`src/design/cmpev_pkg.sv`:
```
// Package of register map, field positions and reset values for cmpev.
package cmpev_pkg;

   // Byte offsets of the APB registers.
   localparam logic [7:0] CMPEV_OFF_CTRL   = 8'h00;
   localparam logic [7:0] CMPEV_OFF_IRQ_ST = 8'h04;
   localparam logic [7:0] CMPEV_OFF_IRQ_MK = 8'h08;
   localparam logic [7:0] CMPEV_OFF_STATUS = 8'h0C;

   // Field positions inside comparator_control.
   localparam int CMPEV_CTRL_W        = 16;
   localparam int CMPEV_BIT_POLINV    = 13;
   localparam int CMPEV_BIT_OPAMP     = 10;
   localparam int CMPEV_BIT_EVFLAG    = 9;
   localparam int CMPEV_BIT_EDGE_HI   = 7;
   localparam int CMPEV_BIT_EDGE_LO   = 6;
   localparam int CMPEV_BIT_REFSEL    = 4;
   localparam int CMPEV_BIT_CHAN_HI   = 1;
   localparam int CMPEV_BIT_CHAN_LO   = 0;

   // Writable bits of comparator_control; bits 5, 3 and 2 never store.
   localparam logic [15:0] CMPEV_CTRL_WMASK = 16'h26D3;
   localparam logic [15:0] CMPEV_CTRL_RESET = 16'h0000;

   // Interrupt status and mask layout.
   localparam int          CMPEV_IRQ_BIT_CMP = 2;
   localparam logic [2:0]  CMPEV_IRQ_WMASK   = 3'h4;
   localparam logic [2:0]  CMPEV_IRQ_RESET   = 3'h0;

   // Status register layout.
   localparam int CMPEV_ST_BIT_ADJ = 0;
   localparam int CMPEV_ST_BIT_RAW = 1;

   // Edge select encodings.
   typedef enum logic [1:0]
   {
      CMPEV_EDGE_OFF  = 2'h0,
      CMPEV_EDGE_RISE = 2'h1,
      CMPEV_EDGE_FALL = 2'h2,
      CMPEV_EDGE_ANY  = 2'h3
   } cmpev_edge_t;

endpackage

```
`src/design/cmpev_evt_if.sv`:
```
// Interface carrying the event qualification signals between modules.
`timescale 1ns/10ps
interface cmpev_evt_if;
   import cmpev_pkg::*;
   logic        level;       // Filtered raw comparator output.
   cmpev_edge_t edge_sel;    // Selected event edge mode.
   logic        invert;      // Output polarity invert.
   logic        event_flag;  // Sticky event flag that blocks events.
   logic        event_req;   // One-cycle qualified event.

   // Edge detector side.
   modport detect
   (
      input  level,
      input  edge_sel,
      input  invert,
      input  event_flag,
      output event_req
   );

   // Control side.
   modport ctrl
   (
      output level,
      output edge_sel,
      output invert,
      output event_flag,
      input  event_req
   );
endinterface

```
`src/design/cmpev_edge.sv`:
```
// Edge qualifier turning filtered comparator changes into event requests.
`timescale 1ns/10ps
module cmpev_edge
   import cmpev_pkg::*;
(
   input  wire logic ref_clk,
   input  wire logic rst,
   cmpev_evt_if.detect ev
);
   logic prev;      // Level seen one cycle before.
   logic raw_rise;  // Raw output went low to high.
   logic raw_fall;  // Raw output went high to low.
   logic hit;       // Transition matches the edge mode.

   // Remember the previous level for edge detection.
   always_ff @(posedge ref_clk or posedge rst)
   begin
      if (rst)
         prev <= 1'b0;
      else
         prev <= ev.level;
   end

   assign raw_rise = ev.level & ~prev;
   assign raw_fall = ~ev.level & prev;

   // Edges are taken from the raw level and mapped through polarity, so a
   // change of the invert bit alone never looks like a transition.
   always_comb
   begin
      hit = 1'b0;
      case (ev.edge_sel)
         CMPEV_EDGE_ANY:  hit = raw_rise | raw_fall;
         CMPEV_EDGE_FALL: hit = ev.invert ? raw_rise : raw_fall;
         CMPEV_EDGE_RISE: hit = ev.invert ? raw_fall : raw_rise;
         default:         hit = 1'b0;
      endcase
   end

   // A set event flag holds off every further request.
   assign ev.event_req = hit & ~ev.event_flag;
endmodule

```
`src/design/cmpev_sync.sv`:
```
// Three-stage synchroniser with agreement filter for the comparator pin.
`timescale 1ns/10ps
module cmpev_sync
(
   input  wire logic ref_clk,
   input  wire logic rst,
   input  wire logic async_in,
   output logic      level
);
   logic s1;  // First stage, read only by the second.
   logic s2;  // Second stage.
   logic s3;  // Third stage.

   // Shift the pin through three flops.
   always_ff @(posedge ref_clk or posedge rst)
   begin
      if (rst)
      begin
         s1 <= 1'b0;
         s2 <= 1'b0;
         s3 <= 1'b0;
      end
      else
      begin
         s1 <= async_in;
         s2 <= s1;
         s3 <= s2;
      end
   end

   // Accept a new level only when stages two and three agree.
   always_ff @(posedge ref_clk or posedge rst)
   begin
      if (rst)
         level <= 1'b0;
      else if (s2 == s3)
         level <= s3;
   end
endmodule

```
`src/design/cmpev_top.sv`:
```
// Comparator channel control register, input routing and event logic.
//
// The register addresses and register access over APB were left to the implementer.
`timescale 1ns/10ps
// Function
// - Mode 11 signals any output change.
// - Mode 10 signals falling adjusted output.
// - Mode 01 signals rising adjusted output.
// - Mode 00 signals nothing at all.
// - Bits 5, 3, 2 read zero.
// - Reference bit picks positive input source.
// - Channel field picks one of four negatives.
// - Missing selected source is tied to ground.
// - Op amp enable leaves comparator working.
module cmpev_top
   import cmpev_pkg::*;
#(
   parameter logic       POS_PIN_AVAIL = 1'b1,    // Positive pin present.
   parameter logic       REF_AVAIL     = 1'b1,    // Internal ref present.
   parameter logic [3:0] NEG_PIN_AVAIL = 4'hF     // Negative pins present.
)
(
   input  wire logic        ref_clk,
   input  wire logic        rst,
   input  wire logic        psel,
   input  wire logic        penable,
   input  wire logic        pwrite,
   input  wire logic [7:0]  paddr,
   input  wire logic [31:0] pwdata,
   output logic [31:0]      prdata,
   output logic             pready,
   output logic             pslverr,
   input  wire logic        comparator_output,
   output logic             pos_src_ref,
   output logic             pos_src_pin,
   output logic             pos_src_gnd,
   output logic [3:0]       neg_src_pin,
   output logic             neg_src_gnd,
   output logic             opamp_enable,
   output logic             adjusted_output,
   output logic             trigger_pulse,
   output logic             irq
);
   cmpev_evt_if ev ();               // Link to the edge qualifier.
   logic [15:0] ctrl;                // comparator_control storage.
   logic [2:0]  irq_status;          // Sticky interrupt status.
   logic [2:0]  irq_mask;            // Interrupt mask.
   logic        level;               // Filtered raw comparator output.
   logic        setup;               // APB setup phase.
   logic        wr_acc;              // APB write takes effect.
   logic        addr_ok;             // Address is mapped.
   logic [31:0] next_rdata;          // Read data for the current setup.
   logic [1:0]  chan;                // Negative channel select field.
   logic [2:0]  next_irq_status;     // Status value for the next edge.
   logic [2:0]  next_irq_mask;       // Mask value for the next edge.

   // Filter the asynchronous comparator output.
   cmpev_sync u_sync
   (
      .ref_clk  (ref_clk),
      .rst      (rst),
      .async_in (comparator_output),
      .level    (level)
   );

   // Qualify transitions against the edge mode and event flag.
   cmpev_edge u_edge
   (
      .ref_clk (ref_clk),
      .rst     (rst),
      .ev      (ev.detect)
   );

   assign ev.level      = level;
   assign ev.edge_sel   = cmpev_edge_t'(ctrl[CMPEV_BIT_EDGE_HI:
                                             CMPEV_BIT_EDGE_LO]);
   assign ev.invert     = ctrl[CMPEV_BIT_POLINV];
   assign ev.event_flag = ctrl[CMPEV_BIT_EVFLAG];

   // The slave never waits, so every access finishes in one access cycle.
   assign pready  = 1'b1;
   assign setup   = psel & ~penable;
   assign wr_acc  = psel & penable & pready & pwrite;
   assign addr_ok = (paddr == CMPEV_OFF_CTRL) ||
                    (paddr == CMPEV_OFF_IRQ_ST) ||
                    (paddr == CMPEV_OFF_IRQ_MK) ||
                    (paddr == CMPEV_OFF_STATUS);

   // Control register; unimplemented bits are masked off on write.
   always_ff @(posedge ref_clk or posedge rst)
   begin
      if (rst)
         ctrl <= CMPEV_CTRL_RESET;
      else
      begin
         if (wr_acc && paddr == CMPEV_OFF_CTRL)
         begin
            ctrl <= pwdata[15:0] & CMPEV_CTRL_WMASK;
         end
         // An event in the same cycle as a clearing write still wins.
         if (ev.event_req)
         begin
            ctrl[CMPEV_BIT_EVFLAG] <= 1'b1;
         end
      end
   end

   // Next status and mask; a new event wins over a clearing write in the
   // same cycle, so a clearing write never drops the status bit of that event.
   always_comb
   begin
      next_irq_status = irq_status;
      next_irq_mask   = irq_mask;
      if (wr_acc && paddr == CMPEV_OFF_IRQ_ST)
      begin
         next_irq_status = irq_status & ~(pwdata[2:0] & CMPEV_IRQ_WMASK);
      end
      if (wr_acc && paddr == CMPEV_OFF_IRQ_MK)
      begin
         next_irq_mask = pwdata[2:0] & CMPEV_IRQ_WMASK;
      end
      if (ev.event_req)
      begin
         next_irq_status[CMPEV_IRQ_BIT_CMP] = 1'b1;
      end
   end

   // Interrupt status: set by events, cleared by writing ones.
   always_ff @(posedge ref_clk or posedge rst)
   begin
      if (rst)
         irq_status <= CMPEV_IRQ_RESET;
      else
         irq_status <= next_irq_status;
   end

   // Interrupt mask register.
   always_ff @(posedge ref_clk or posedge rst)
   begin
      if (rst)
         irq_mask <= CMPEV_IRQ_RESET;
      else
         irq_mask <= next_irq_mask;
   end

   // Level interrupt, high while an unmasked status bit is set; it looks
   // at the next values so that it never lags the flops by a cycle.
   always_ff @(posedge ref_clk or posedge rst)
   begin
      if (rst)
         irq <= 1'b0;
      else
         irq <= |(next_irq_status & next_irq_mask);
   end

   // Trigger pulse one cycle after the qualified transition.
   always_ff @(posedge ref_clk or posedge rst)
   begin
      if (rst)
         trigger_pulse <= 1'b0;
      else
         trigger_pulse <= ev.event_req;
   end

   // Polarity-adjusted output, registered for software and other logic.
   always_ff @(posedge ref_clk or posedge rst)
   begin
      if (rst)
         adjusted_output <= 1'b0;
      else
         adjusted_output <= level ^ ctrl[CMPEV_BIT_POLINV];
   end

   // Read data mux, evaluated during the setup phase.
   always_comb
   begin
      next_rdata = 32'h0000_0000;
      if (paddr == CMPEV_OFF_CTRL)
         next_rdata = {16'h0000, ctrl & CMPEV_CTRL_WMASK};
      else if (paddr == CMPEV_OFF_IRQ_ST)
         next_rdata = {29'h0, irq_status};
      else if (paddr == CMPEV_OFF_IRQ_MK)
         next_rdata = {29'h0, irq_mask};
      else if (paddr == CMPEV_OFF_STATUS)
         next_rdata = {30'h0, level, adjusted_output};
   end

   // Read data and error are captured at the setup edge and held through
   // the access cycle, so outputs come from flops.
   always_ff @(posedge ref_clk or posedge rst)
   begin
      if (rst)
      begin
         prdata  <= 32'h0000_0000;
         pslverr <= 1'b0;
      end
      else if (setup)
      begin
         prdata  <= pwrite ? 32'h0000_0000 : next_rdata;
         pslverr <= ~addr_ok;
      end
   end

   // Source routing; a selected source that is absent goes to ground.
   assign chan = ctrl[CMPEV_BIT_CHAN_HI:CMPEV_BIT_CHAN_LO];

   always_comb
   begin
      pos_src_ref = 1'b0;
      pos_src_pin = 1'b0;
      pos_src_gnd = 1'b0;
      if (ctrl[CMPEV_BIT_REFSEL])
      begin
         pos_src_ref = REF_AVAIL;
         pos_src_gnd = ~REF_AVAIL;
      end
      else
      begin
         pos_src_pin = POS_PIN_AVAIL;
         pos_src_gnd = ~POS_PIN_AVAIL;
      end
   end

   // One-hot negative pin select, gated by pin availability.
   always_comb
   begin
      neg_src_pin = (4'h1 << chan) & NEG_PIN_AVAIL;
      neg_src_gnd = ~NEG_PIN_AVAIL[chan];
   end

   // The op amp bit drives only the op amp; events ignore it.
   assign opamp_enable = ctrl[CMPEV_BIT_OPAMP];
endmodule
```
`config.mk`:
```
export PLATFORM = sky130hd
export DESIGN_NAME = cmpev_top
export DESIGN_NICKNAME = d
export VERILOG_FILES = /design/src/design/cmpev_pkg.sv /design/src/design/cmpev_evt_if.sv /design/src/design/cmpev_edge.sv /design/src/design/cmpev_sync.sv /design/src/design/cmpev_top.sv
export SDC_FILE = /design/constraint.sdc
export NUM_CORES = 1
export LEC_CHECK = 0
export BUFFER_PORTS_ARGS = -buffer_cell sky130_fd_sc_hd__buf_2
export CORE_UTILIZATION = 35
export CTS_BUF_LIST = sky130_fd_sc_hd__clkbuf_4 sky130_fd_sc_hd__clkbuf_8
export CTS_CLUSTER_SIZE = 10
export DETAILED_ROUTE_END_ITERATION = 8
export PLACE_DENSITY_LB_ADDON = 0.08
export SETUP_SLACK_MARGIN = 0.05
export SYNTH_ARGS = -nofsm -noshare
export SYNTH_HDL_FRONTEND = slang
export SYNTH_SLANG_ARGS = --single-unit
```
`constraint.sdc`:
```
create_clock -name ref_clk -period 3.86 [get_ports ref_clk]
set_input_delay 0.772 -clock ref_clk [delete_from_list [all_inputs] [get_ports ref_clk]]
set_output_delay 0.772 -clock ref_clk [all_outputs]
set_load 0.05 [all_outputs]
```
==> impl_metrics.tcl, run 1 <==
set metrics [dict create \
    routed_wl_um 2550 \
    die_w_um 65.8 \
    path_max_fanout 6 \
    cts_buffer_depth 2 \
    power_w 0.000582 \
    p_per_area_nw_per_um2 358 \
    finalNetCount 214 \
    syn-mean-instance-area_sq_um 11.7 \
    initial_core_util_pct 37.7 \
    worst-setup-path-type "in -> reg" \
    p_leak_nw 0.885 \
    antenna_found_initial 0 \
    dp_hpwl_um 1910 \
    cts_buffers 3 \
    core-area_sq_um 3770 \
    critPathSlowestCell "nor4_4" \
    hp-class "reg -> reg" \
    synth_area_leaders "dfrtp_1 (49%), buf_4 (14%), mux2_2 (8.7%)" \
    drive_gt1_share_pct 37.2 \
    synth_top_area_share_pct 49.3 \
    hold_start "u_sync.s1$_DFF_PP0_" \
    hold_viol 0 \
    synth-adder-area-share_pct 2.46 \
    clock_latency_ns 0.27 \
    num_rows 22 \
    worst_setup_path_end_kind "flop" \
    first_pass_iters 3 \
    grt_overflow 0 \
    grtUsageMet3_pct 2.78 \
    synthArstFlopShare_pct 100 \
    ioPinCount 92 \
    clk_pin_slew_worst_paths_ns 0.09 \
    ant_nets 0 \
    grt_pass1_wl_um 4350 \
    cts_root_buf "clkbuf_8" \
    cp_common_cell "nor4_4" \
    use_met2_pct 21.3 \
    synth_top_area_cell "dfrtp_1" \
    hold_slack_ns 0.365 \
    cts_resized 0 \
    rsz0062_at_grt "false" \
    area_delta_synth_final_pct 14.2 \
    diodes 0 \
    critPathRequiredTime_ns 4.07 \
    clock-sinks 28 \
    place.port_buffers 42 \
    die_y_um 65.8 \
    place_congestion 0.717 \
    yosysWarnings 0 \
    syn_area_sq_um 1420 \
    critPathLaunchType "input pin" \
    worstPathArrival_ns 2.12 \
    ys_ff_latch 28 \
    met1_usage_pct 17.9 \
    synthSimpleGateAreaFrac_pct 13.3 \
    synth_edf_count 0 \
    grt.total_usage_pct 13.4 \
    synth_ff_type "dfrtp_1" \
    max_freq_mhz 523 \
    cts_tree "yes" \
    cts_hold_buf 0 \
    vias 958 \
    finalMaxSlewViolations 0 \
    cts_setup_buffers 0 \
    path_cells "buf_2 > nor4_4 > nand3b_1 > nor4_4 > a22o_1" \
    synth-compound-area-share_pct 9.59 \
    synth_top_family_by_area "buffers and inverters" \
    reg2reg_from "u_sync.level$_DFFE_PP0N_" \
    maxCapViolCount 0 \
    grt_start_max_net_pins 29 \
    yosys-mux-area-fraction_pct 8.71 \
    htreeDepth 1 \
    setup_violations 0 \
    dp_slack_ns 1.68 \
    finalClockSkew_ns 0.00219 \
    final_cell_mix "buf_2 (42), dfrtp_1 (28), conb_1 (26)" \
    avgViaCountPerCell 4.52 \
    n_fill_cell 388 \
    worst_slack_ns 1.95 \
    die_area_sq_um 4320 \
    synthCells 122 \
    fin_crit_sh_pct 49.5 \
    drtIter0Drc 42 \
    final_util_pct 43.1 \
    tns_ns 0 \
    layout_commonest_cell "buf_2" \
    peakVddDrop_v 0.000179 \
    min_period_ns 1.91 \
    outcome "completed" \
    drc 0 \
    max_stage_delay_ns 0.39 \
    grt_busiest_layer "met2" \
    relSlewSlack_pct 30.2 \
    synth_xor_area_share_pct 0.616 \
    startpoint "paddr[1]" \
    tightest_slew_ns 1.05 \
    wire_per_inst_um 12.0 \
    ys_seq_area_share_pct 49.3 \
    ys_types 32 \
    grt_pass1_vias 917 \
]
## where the power goes
part / leakage (nW) / internal, W / switching, W
Sequential: 0.371 / 0.000304 / 0.00000833
Clock: 0.0216 / 0.0000700 / 0.0000852
Combinational: 0.492 / 0.0000237 / 0.0000906
## layout make-up
type	count	area [sq um]	area share (%)
Sequential cell	28	701	43.1
Tap cell	48	60.1	3.70
Clock buffer	3	41.3	2.54
Timing Repair Buffer	42	210	12.9
Inverter	6	22.5	1.39
Multi-Input combinational cell	85	591	36.3
## logic make-up (layout without fill, tap and decap cells)
logic type | count (synthesis) | after routing
AO/OA/AOI/OAI | 17 | 17
XOR/XNOR | 1 | 1
adder cells (fa/ha/maj) | 3 | 3
buffers and inverters | 33 | 51
flip-flops | 28 | 28
multiplexers | 11 | 11
other | 2 | 26
AND/OR/NAND/NOR | 27 | 27
## worst max-delay path, delay by kind of cell
family	cells	cell delay (ns)
and+or+nand+nor	3	1.02
AOI/OAI and AO/OA	1	0.21
buffers and inverters	1	0.11
## per-stage QoR
stage / instance area [sq um] / instances
detailed placement: 1580 / 209
finish: 1630 / 212
global route: 1630 / 212
global placement: 1580 / 209
CTS: 1630 / 212
floorplan: 1510 / 146
## cell usage after synthesis, types with 2 or more instances
cell type and count:
nor4_4 2, conb_1 2, a22oi_1 2, mux2_2 11, dfrtp_1 28, buf_4 26
ha_1 2, nor2b_1 2, nand3b_1 2, a22o_1 6, nor2_1 5, and2_1 2
nand2_1 6, inv_1 6, o31ai_1 3
## flip-flops by register name, summed over array words and instances, names as in the netlist
register         cells
u_sync.s1            1
irq                  1
trigger_pulse        1
pslverr              1
irq_status           1
ctrl                 8
u_sync.level         1
u_sync.s2            1
adjusted_output      1
irq_mask             1
prdata               9
u_sync.s3            1
u_edge.prev          1
## layer usage
layer	routed length, um	share of wire (%)
met1	1170	46
met2	1220	48
met3	138	5.4
met4	15	0.59
met5	0	0
## worst paths after layout
path / end / slack, ns / cells past startpoint
min reg2reg: u_sync.s2$_DFF_PP0_ / 0.37 / 0
min in group asynchronous: irq$_DFF_PP0_ / 0.74 / 2
max in group asynchronous: ctrl[7]$_DFFE_PP0P_ / 2.49 / 2
max reg2reg: ctrl[9]$_DFFE_PP0P_ / 2.16 / 6
max: prdata[9]$_DFFE_PP0P_ / 1.95 / 5
min: u_sync.s2$_DFF_PP0_ / 0.37 / 0
Note: power is estimated with default switching activity, not from simulation.
==> run 2: changes to the inputs <==
==> constraint.sdc (replaced) <==
create_clock -name ref_clk -period 1.7 [get_ports ref_clk]
set_input_delay 0.34 -clock ref_clk [delete_from_list [all_inputs] [get_ports ref_clk]]
set_output_delay 0.34 -clock ref_clk [all_outputs]
set_load 0.05 [all_outputs]
==> run 2 against run 1 <==
Against the previous run: final cell count rose by 3.8%; global-route usage fell by 0.71 points; first-iteration DRC count fell by 67%; critical path depth did not move; combinational power rose by 140%; total power rose by 130%; largest cell class unchanged.
==> impl_metrics.tcl, run 2 (synthesis results as in run 1) <==
set metrics [dict create \
    clock_latency_ns 0.26 \
    cts_buffer_depth 2 \
    area_delta_synth_final_pct 18.9 \
    worst_slack_ns 0.145 \
    first_pass_iters 2 \
    num_rows 22 \
    fin_crit_sh_pct 91.5 \
    clock-sinks 28 \
    path_cells "ha_1 > mux2_2 > o211ai_1 > a21oi_2 > a211o_1" \
    ant_nets 0 \
    worstPathArrival_ns 1.71 \
    dp_slack_ns -0.0158 \
    peakVddDrop_v 0.000416 \
    power_switching_w 0.000409 \
    routed_wl_um 2520 \
    reg2reg_to "ctrl[9]$_DFFE_PP0P_" \
    critPathSlowestCell "dfrtp_1" \
    critPathRequiredTime_ns 1.86 \
    drive_gt1_share_pct 41.3 \
    switching_share_pct 31.0 \
    largest-register "prdata" \
    max_stage_delay_ns 0.42 \
    die_w_um 65.8 \
    core-area_sq_um 3770 \
    grt.total_usage_pct 12.7 \
    min_period_ns 1.56 \
    drc 0 \
    path_depth 5 \
    clk_pin_slew_worst_paths_ns 0.08 \
    p_per_area_nw_per_um2 780 \
    cp-endpoint "ctrl[9]$_DFFE_PP0P_" \
    dp_hpwl_um 1910 \
    hold_slack_ns 0.124 \
    layout_commonest_cell "buf_2" \
    worst-setup-path-type "reg -> reg" \
    grt_start_max_net_pins 29 \
    reg2reg_from "u_sync.level$_DFFE_PP0N_" \
    place_congestion 0.715 \
    design_area_sq_um 1690 \
    grt_pass1_vias 901 \
    ioPinCount 92 \
    seqPwrFrac_pct 53.6 \
    fin_cells 220 \
    combPwrFrac_pct 20.6 \
    place.port_buffers 42 \
    cts_tree "yes" \
    largest_register_ffs 9 \
    setup_violations 0 \
    grt_pass1_wl_um 4170 \
    critPathBufInv 0 \
    vias 968 \
    wire_per_inst_um 11.4 \
    maxCapViolCount 0 \
    top_regs "prdata x9, ctrl x8" \
    outcome "completed" \
    clockPowerShare_pct 25.8 \
    rsz0062_at_grt "false" \
    cts_root_buf "clkbuf_8" \
    path_max_fanout 4 \
    initial_core_util_pct 37.7 \
    die_y_um 65.8 \
    worst_setup_path_end_kind "flop" \
    r2r_cells 5 \
    cp_top_family "compound AO/OA/AOI/OAI gates" \
    p_leak_nw 0.921 \
    diodes 0 \
    placed_cells 216 \
    finalClockSkew_ns 0.000911 \
    grt_overflow 0 \
    placed_cell_area_sq_um 1640 \
    internal-power_w 0.000911 \
    hold_viol 0 \
    tns_ns 0 \
    finalNetCount 222 \
    critPathLaunchType "flop" \
    startpoint "u_sync.level$_DFFE_PP0N_" \
    finalMaxSlewViolations 0 \
    r2r_slack_ns 0.14 \
    htreeDepth 1 \
    hp-class "in -> async" \
    final_cell_mix "buf_2 (42), dfrtp_1 (28), conb_1 (26)" \
    die_area_sq_um 4320 \
    cts_buffers 3 \
    avgViaCountPerCell 4.40 \
    antenna_found_initial 0 \
    max_freq_mhz 643 \
    drtIter0Drc 14 \
    cts_hold_buf 0 \
]
==> run 2: cell count changes in the layout (fill, tap and decap cells not counted) <==
cell and change:
ha_2 +1, a21oi_1 -1, buf_4 +8, ha_1 -1, a21oi_2 +1
==> run 2: tightest hold or removal path, cell delays in order <==
cell and delay (ns):
buf_2 0.10, inv_1 0.04, buf_4 0.33
==> run 2: worst min path at each step <==
| stage | startpoint | endpoint | slack [ns] | cells past startpoint |
|---|---|---|---|---|
| 6_report | rst | pslverr$_DFFE_PP0P_ | 0.12 | 3 |
| 4_1_cts | rst | prdata[9]$_DFFE_PP0P_ | 0.13 | 3 |
| 2_1_floorplan | u_sync.s1$_DFF_PP0_ | u_sync.s2$_DFF_PP0_ | 0.33 | 0 |
| 3_3_place_gp | u_sync.s1$_DFF_PP0_ | u_sync.s2$_DFF_PP0_ | 0.33 | 0 |
| 3_5_place_dp | u_sync.s1$_DFF_PP0_ | u_sync.s2$_DFF_PP0_ | 0.34 | 0 |
| 5_1_grt | rst | u_sync.s1$_DFF_PP0_ | 0.15 | 3 |
==> run 2: layout make-up <==
class	count	area, sq um
Timing Repair Buffer	50	270
Tap cell	48	60.1
Multi-Input combinational cell	85	597
Sequential cell	28	701
Inverter	6	22.5
Fill cell	379	2080
Clock buffer	3	41.3
==> run 2: routing by layer <==
metal,GRT usage [%],part of all wire [%]
met4,4.08,0.36
met2,20.3,47
met3,2.43,5.9
met5,0,0
met1,17.2,46
==> run 2: power by group through the flow <==
stage	Combinational (W)	Clock [W]	Sequential, W
after floorplan	0.000240	0	0.000732
after global placement	0.000269	0	0.000720
after detailed placement	0.000272	0	0.000720
after CTS	0.000273	0.000364	0.000706
after global routing	0.000295	0.000381	0.000712
final	0.000272	0.000341	0.000707
==> run 2: repair_timing <==
action / CTS / global route
buffers inserted: 0 / 1
gates resized for setup: 0 / 2
endpoints found under the setup margin: 0 / 2
hold endpoints to repair: 0 / 0
==> run 2: stage by stage <==
step | util, % | power [W]
2_1_floorplan | - | 0.000972
3_3_place_gp | 43.4 | 0.000989
3_5_place_dp | 43.4 | 0.000992
4_1_cts | 44.5 | 0.00134
5_1_grt | 44.9 | 0.00139
6_report | 44.9 | 0.00132
==> run 3: changes to the inputs <==
--- a/config.mk
+++ b/config.mk
@@ -6,6 +6,7 @@
 export NUM_CORES = 1
 export LEC_CHECK = 0
 export BUFFER_PORTS_ARGS = -buffer_cell sky130_fd_sc_hd__buf_2
+export CORE_ASPECT_RATIO = 0.9
 export CORE_UTILIZATION = 35
 export CTS_BUF_LIST = sky130_fd_sc_hd__clkbuf_4 sky130_fd_sc_hd__clkbuf_8
 export CTS_CLUSTER_SIZE = 10
==> run 3 against run 2 <==
Against the previous run: wire length shrank 2.2%; via count is 0.83% lower; sequential power is essentially flat; sequential share of layout area down 0.33 points; utilization decreased by 0.095 points; critical path depth increased by 1; final cell count fell by 0.45%.
==> impl_metrics.tcl, run 3 (synthesis results as in run 1) <==
set metrics [dict create \
    outcome "completed" \
    critPathLaunchType "flop" \
    grt_pass1_wl_um 4110 \
    grt_start_max_net_pins 29 \
    clock-sinks 28 \
    cts_hold_buf 0 \
    hp-class "in -> async" \
    finalMaxSlewViolations 0 \
    finalClockSkew_ns 0.00166 \
    vias 960 \
    initial_core_util_pct 37.3 \
    placed_cell_area_sq_um 1630 \
    worstPathArrival_ns 1.73 \
    avgViaCountPerCell 4.38 \
    dp_hpwl_um 1840 \
    placed_cells 214 \
    die_w_um 69.2 \
    setup_violations 0 \
    max_freq_mhz 640 \
    largest_register_ffs 9 \
    reg2reg_from "u_sync.level$_DFFE_PP0N_" \
    cts_buffer_depth 2 \
    peakVddDrop_v 0.000450 \
    tns_ns 0 \
    grt_pass1_vias 864 \
    drtIter0Drc 53 \
    core-area_sq_um 3810 \
    design_area_sq_um 1710 \
    p_per_area_nw_per_um2 815 \
    place.port_buffers 42 \
    routed_wl_um 2460 \
    wire_per_inst_um 11.2 \
    worst-setup-path-type "reg -> reg" \
    top_regs "prdata x9, ctrl x8" \
    rsz0062_at_grt "false" \
    finalNetCount 222 \
    cts_buffers 3 \
    r2r_cells 6 \
    drive_gt1_share_pct 42.8 \
    fin_cells 219 \
    min_period_ns 1.56 \
    htreeDepth 1 \
    die_y_um 62.5 \
    antenna_found_initial 0 \
    p_leak_nw 0.926 \
    area_delta_synth_final_pct 19.9 \
    maxCapViolCount 0 \
    grt.total_usage_pct 12.1 \
    layout_commonest_cell "buf_2" \
    hold_slack_ns 0.106 \
    worst_setup_path_end_kind "flop" \
    hold_viol 0 \
    ioPinCount 92 \
    cts_root_buf "clkbuf_8" \
    startpoint "u_sync.level$_DFFE_PP0N_" \
    fin_crit_sh_pct 92.0 \
    ant_nets 0 \
    diodes 0 \
    final_cell_mix "buf_2 (42), dfrtp_1 (28), conb_1 (26)" \
    clock_latency_ns 0.27 \
    first_pass_iters 4 \
    largest-register "prdata" \
    n_fill_cell 361 \
    die_area_sq_um 4320 \
    place_congestion 0.702 \
    clk_pin_slew_worst_paths_ns 0.09 \
    critPathRequiredTime_ns 1.86 \
    drc 0 \
    grt_overflow 0 \
    num_rows 21 \
    path_max_fanout 4 \
    cts_tree "yes" \
]
==> run 3: cell types whose count changed in the layout (fill, tap and decap cells not counted), sizes merged <==
cell and delta:
clkbuf +1
==> run 3: through the flow <==
step,power [W],utilization (%),setup WS [ns]
floorplan,0.000972,-,0.155
finish,0.00139,44.8,0.137
CTS,0.00141,44.3,0.0745
global placement,0.000989,42.9,0.0139
global route,0.00147,44.8,0.0658
detailed placement,0.000993,42.9,0.00769
==> run 3: where the power goes <==
part           leakage, nW  switching (W)  internal (W)  total (W)
registers            0.371      0.0000169      0.000690   0.000707
logic                0.526       0.000211     0.0000634   0.000274
clock network       0.0288       0.000202      0.000207   0.000409
total                0.926       0.000430      0.000961    0.00139
==> run 3: layout make-up <==
class,instances,area [sq um],share of cell area [%]
clock buffer,4,55.1,3.23
inverter,6,22.5,1.32
multi-input combinational,85,599,35.1
sequential,28,701,41.1
tap,46,57.6,3.37
timing repair buffer,50,270,15.8
==> run 3: worst max-delay path, cell delays in order (launching register included) <==
cell      delay (ns)
dfrtp_1         0.42
inv_2           0.05
ha_2            0.18
mux2_2          0.26
o211ai_1        0.21
a21oi_2         0.11
a211o_1         0.24
==> run 3: worst paths after layout <==
path	endpoint	slack [ns]
min reg2reg	u_sync.s2$_DFF_PP0_	0.36
min in group ref_clk	u_sync.s1$_DFF_PP0_	0.17
min	trigger_pulse$_DFF_PP0_	0.11
max in group asynchronous	prdata[2]$_DFFE_PP0P_	1.32
max	ctrl[9]$_DFFE_PP0P_	0.14
max reg2reg	ctrl[9]$_DFFE_PP0P_	0.14
==> run 3: routing by layer <==
| layer | vias up | wire, um | GRT usage, % |
|---|---|---|---|
| met5 | - | 0 | 0 |
| met4 | 0 | 17 | 3.83 |
| met3 | 2 | 141 | 4.19 |
| met2 | 38 | 1100 | 17.8 |
| met1 | 448 | 1200 | 16.8 |
| li1 | 472 | - | - |
==> run 3: timing repair <==
item | 4_1_cts | 5_1_grt
setup buffers | 0 | 1
endpoints found under the hold margin | 0 | 0
gates resized for setup | 0 | 4
endpoints found under the setup margin | 0 | 2
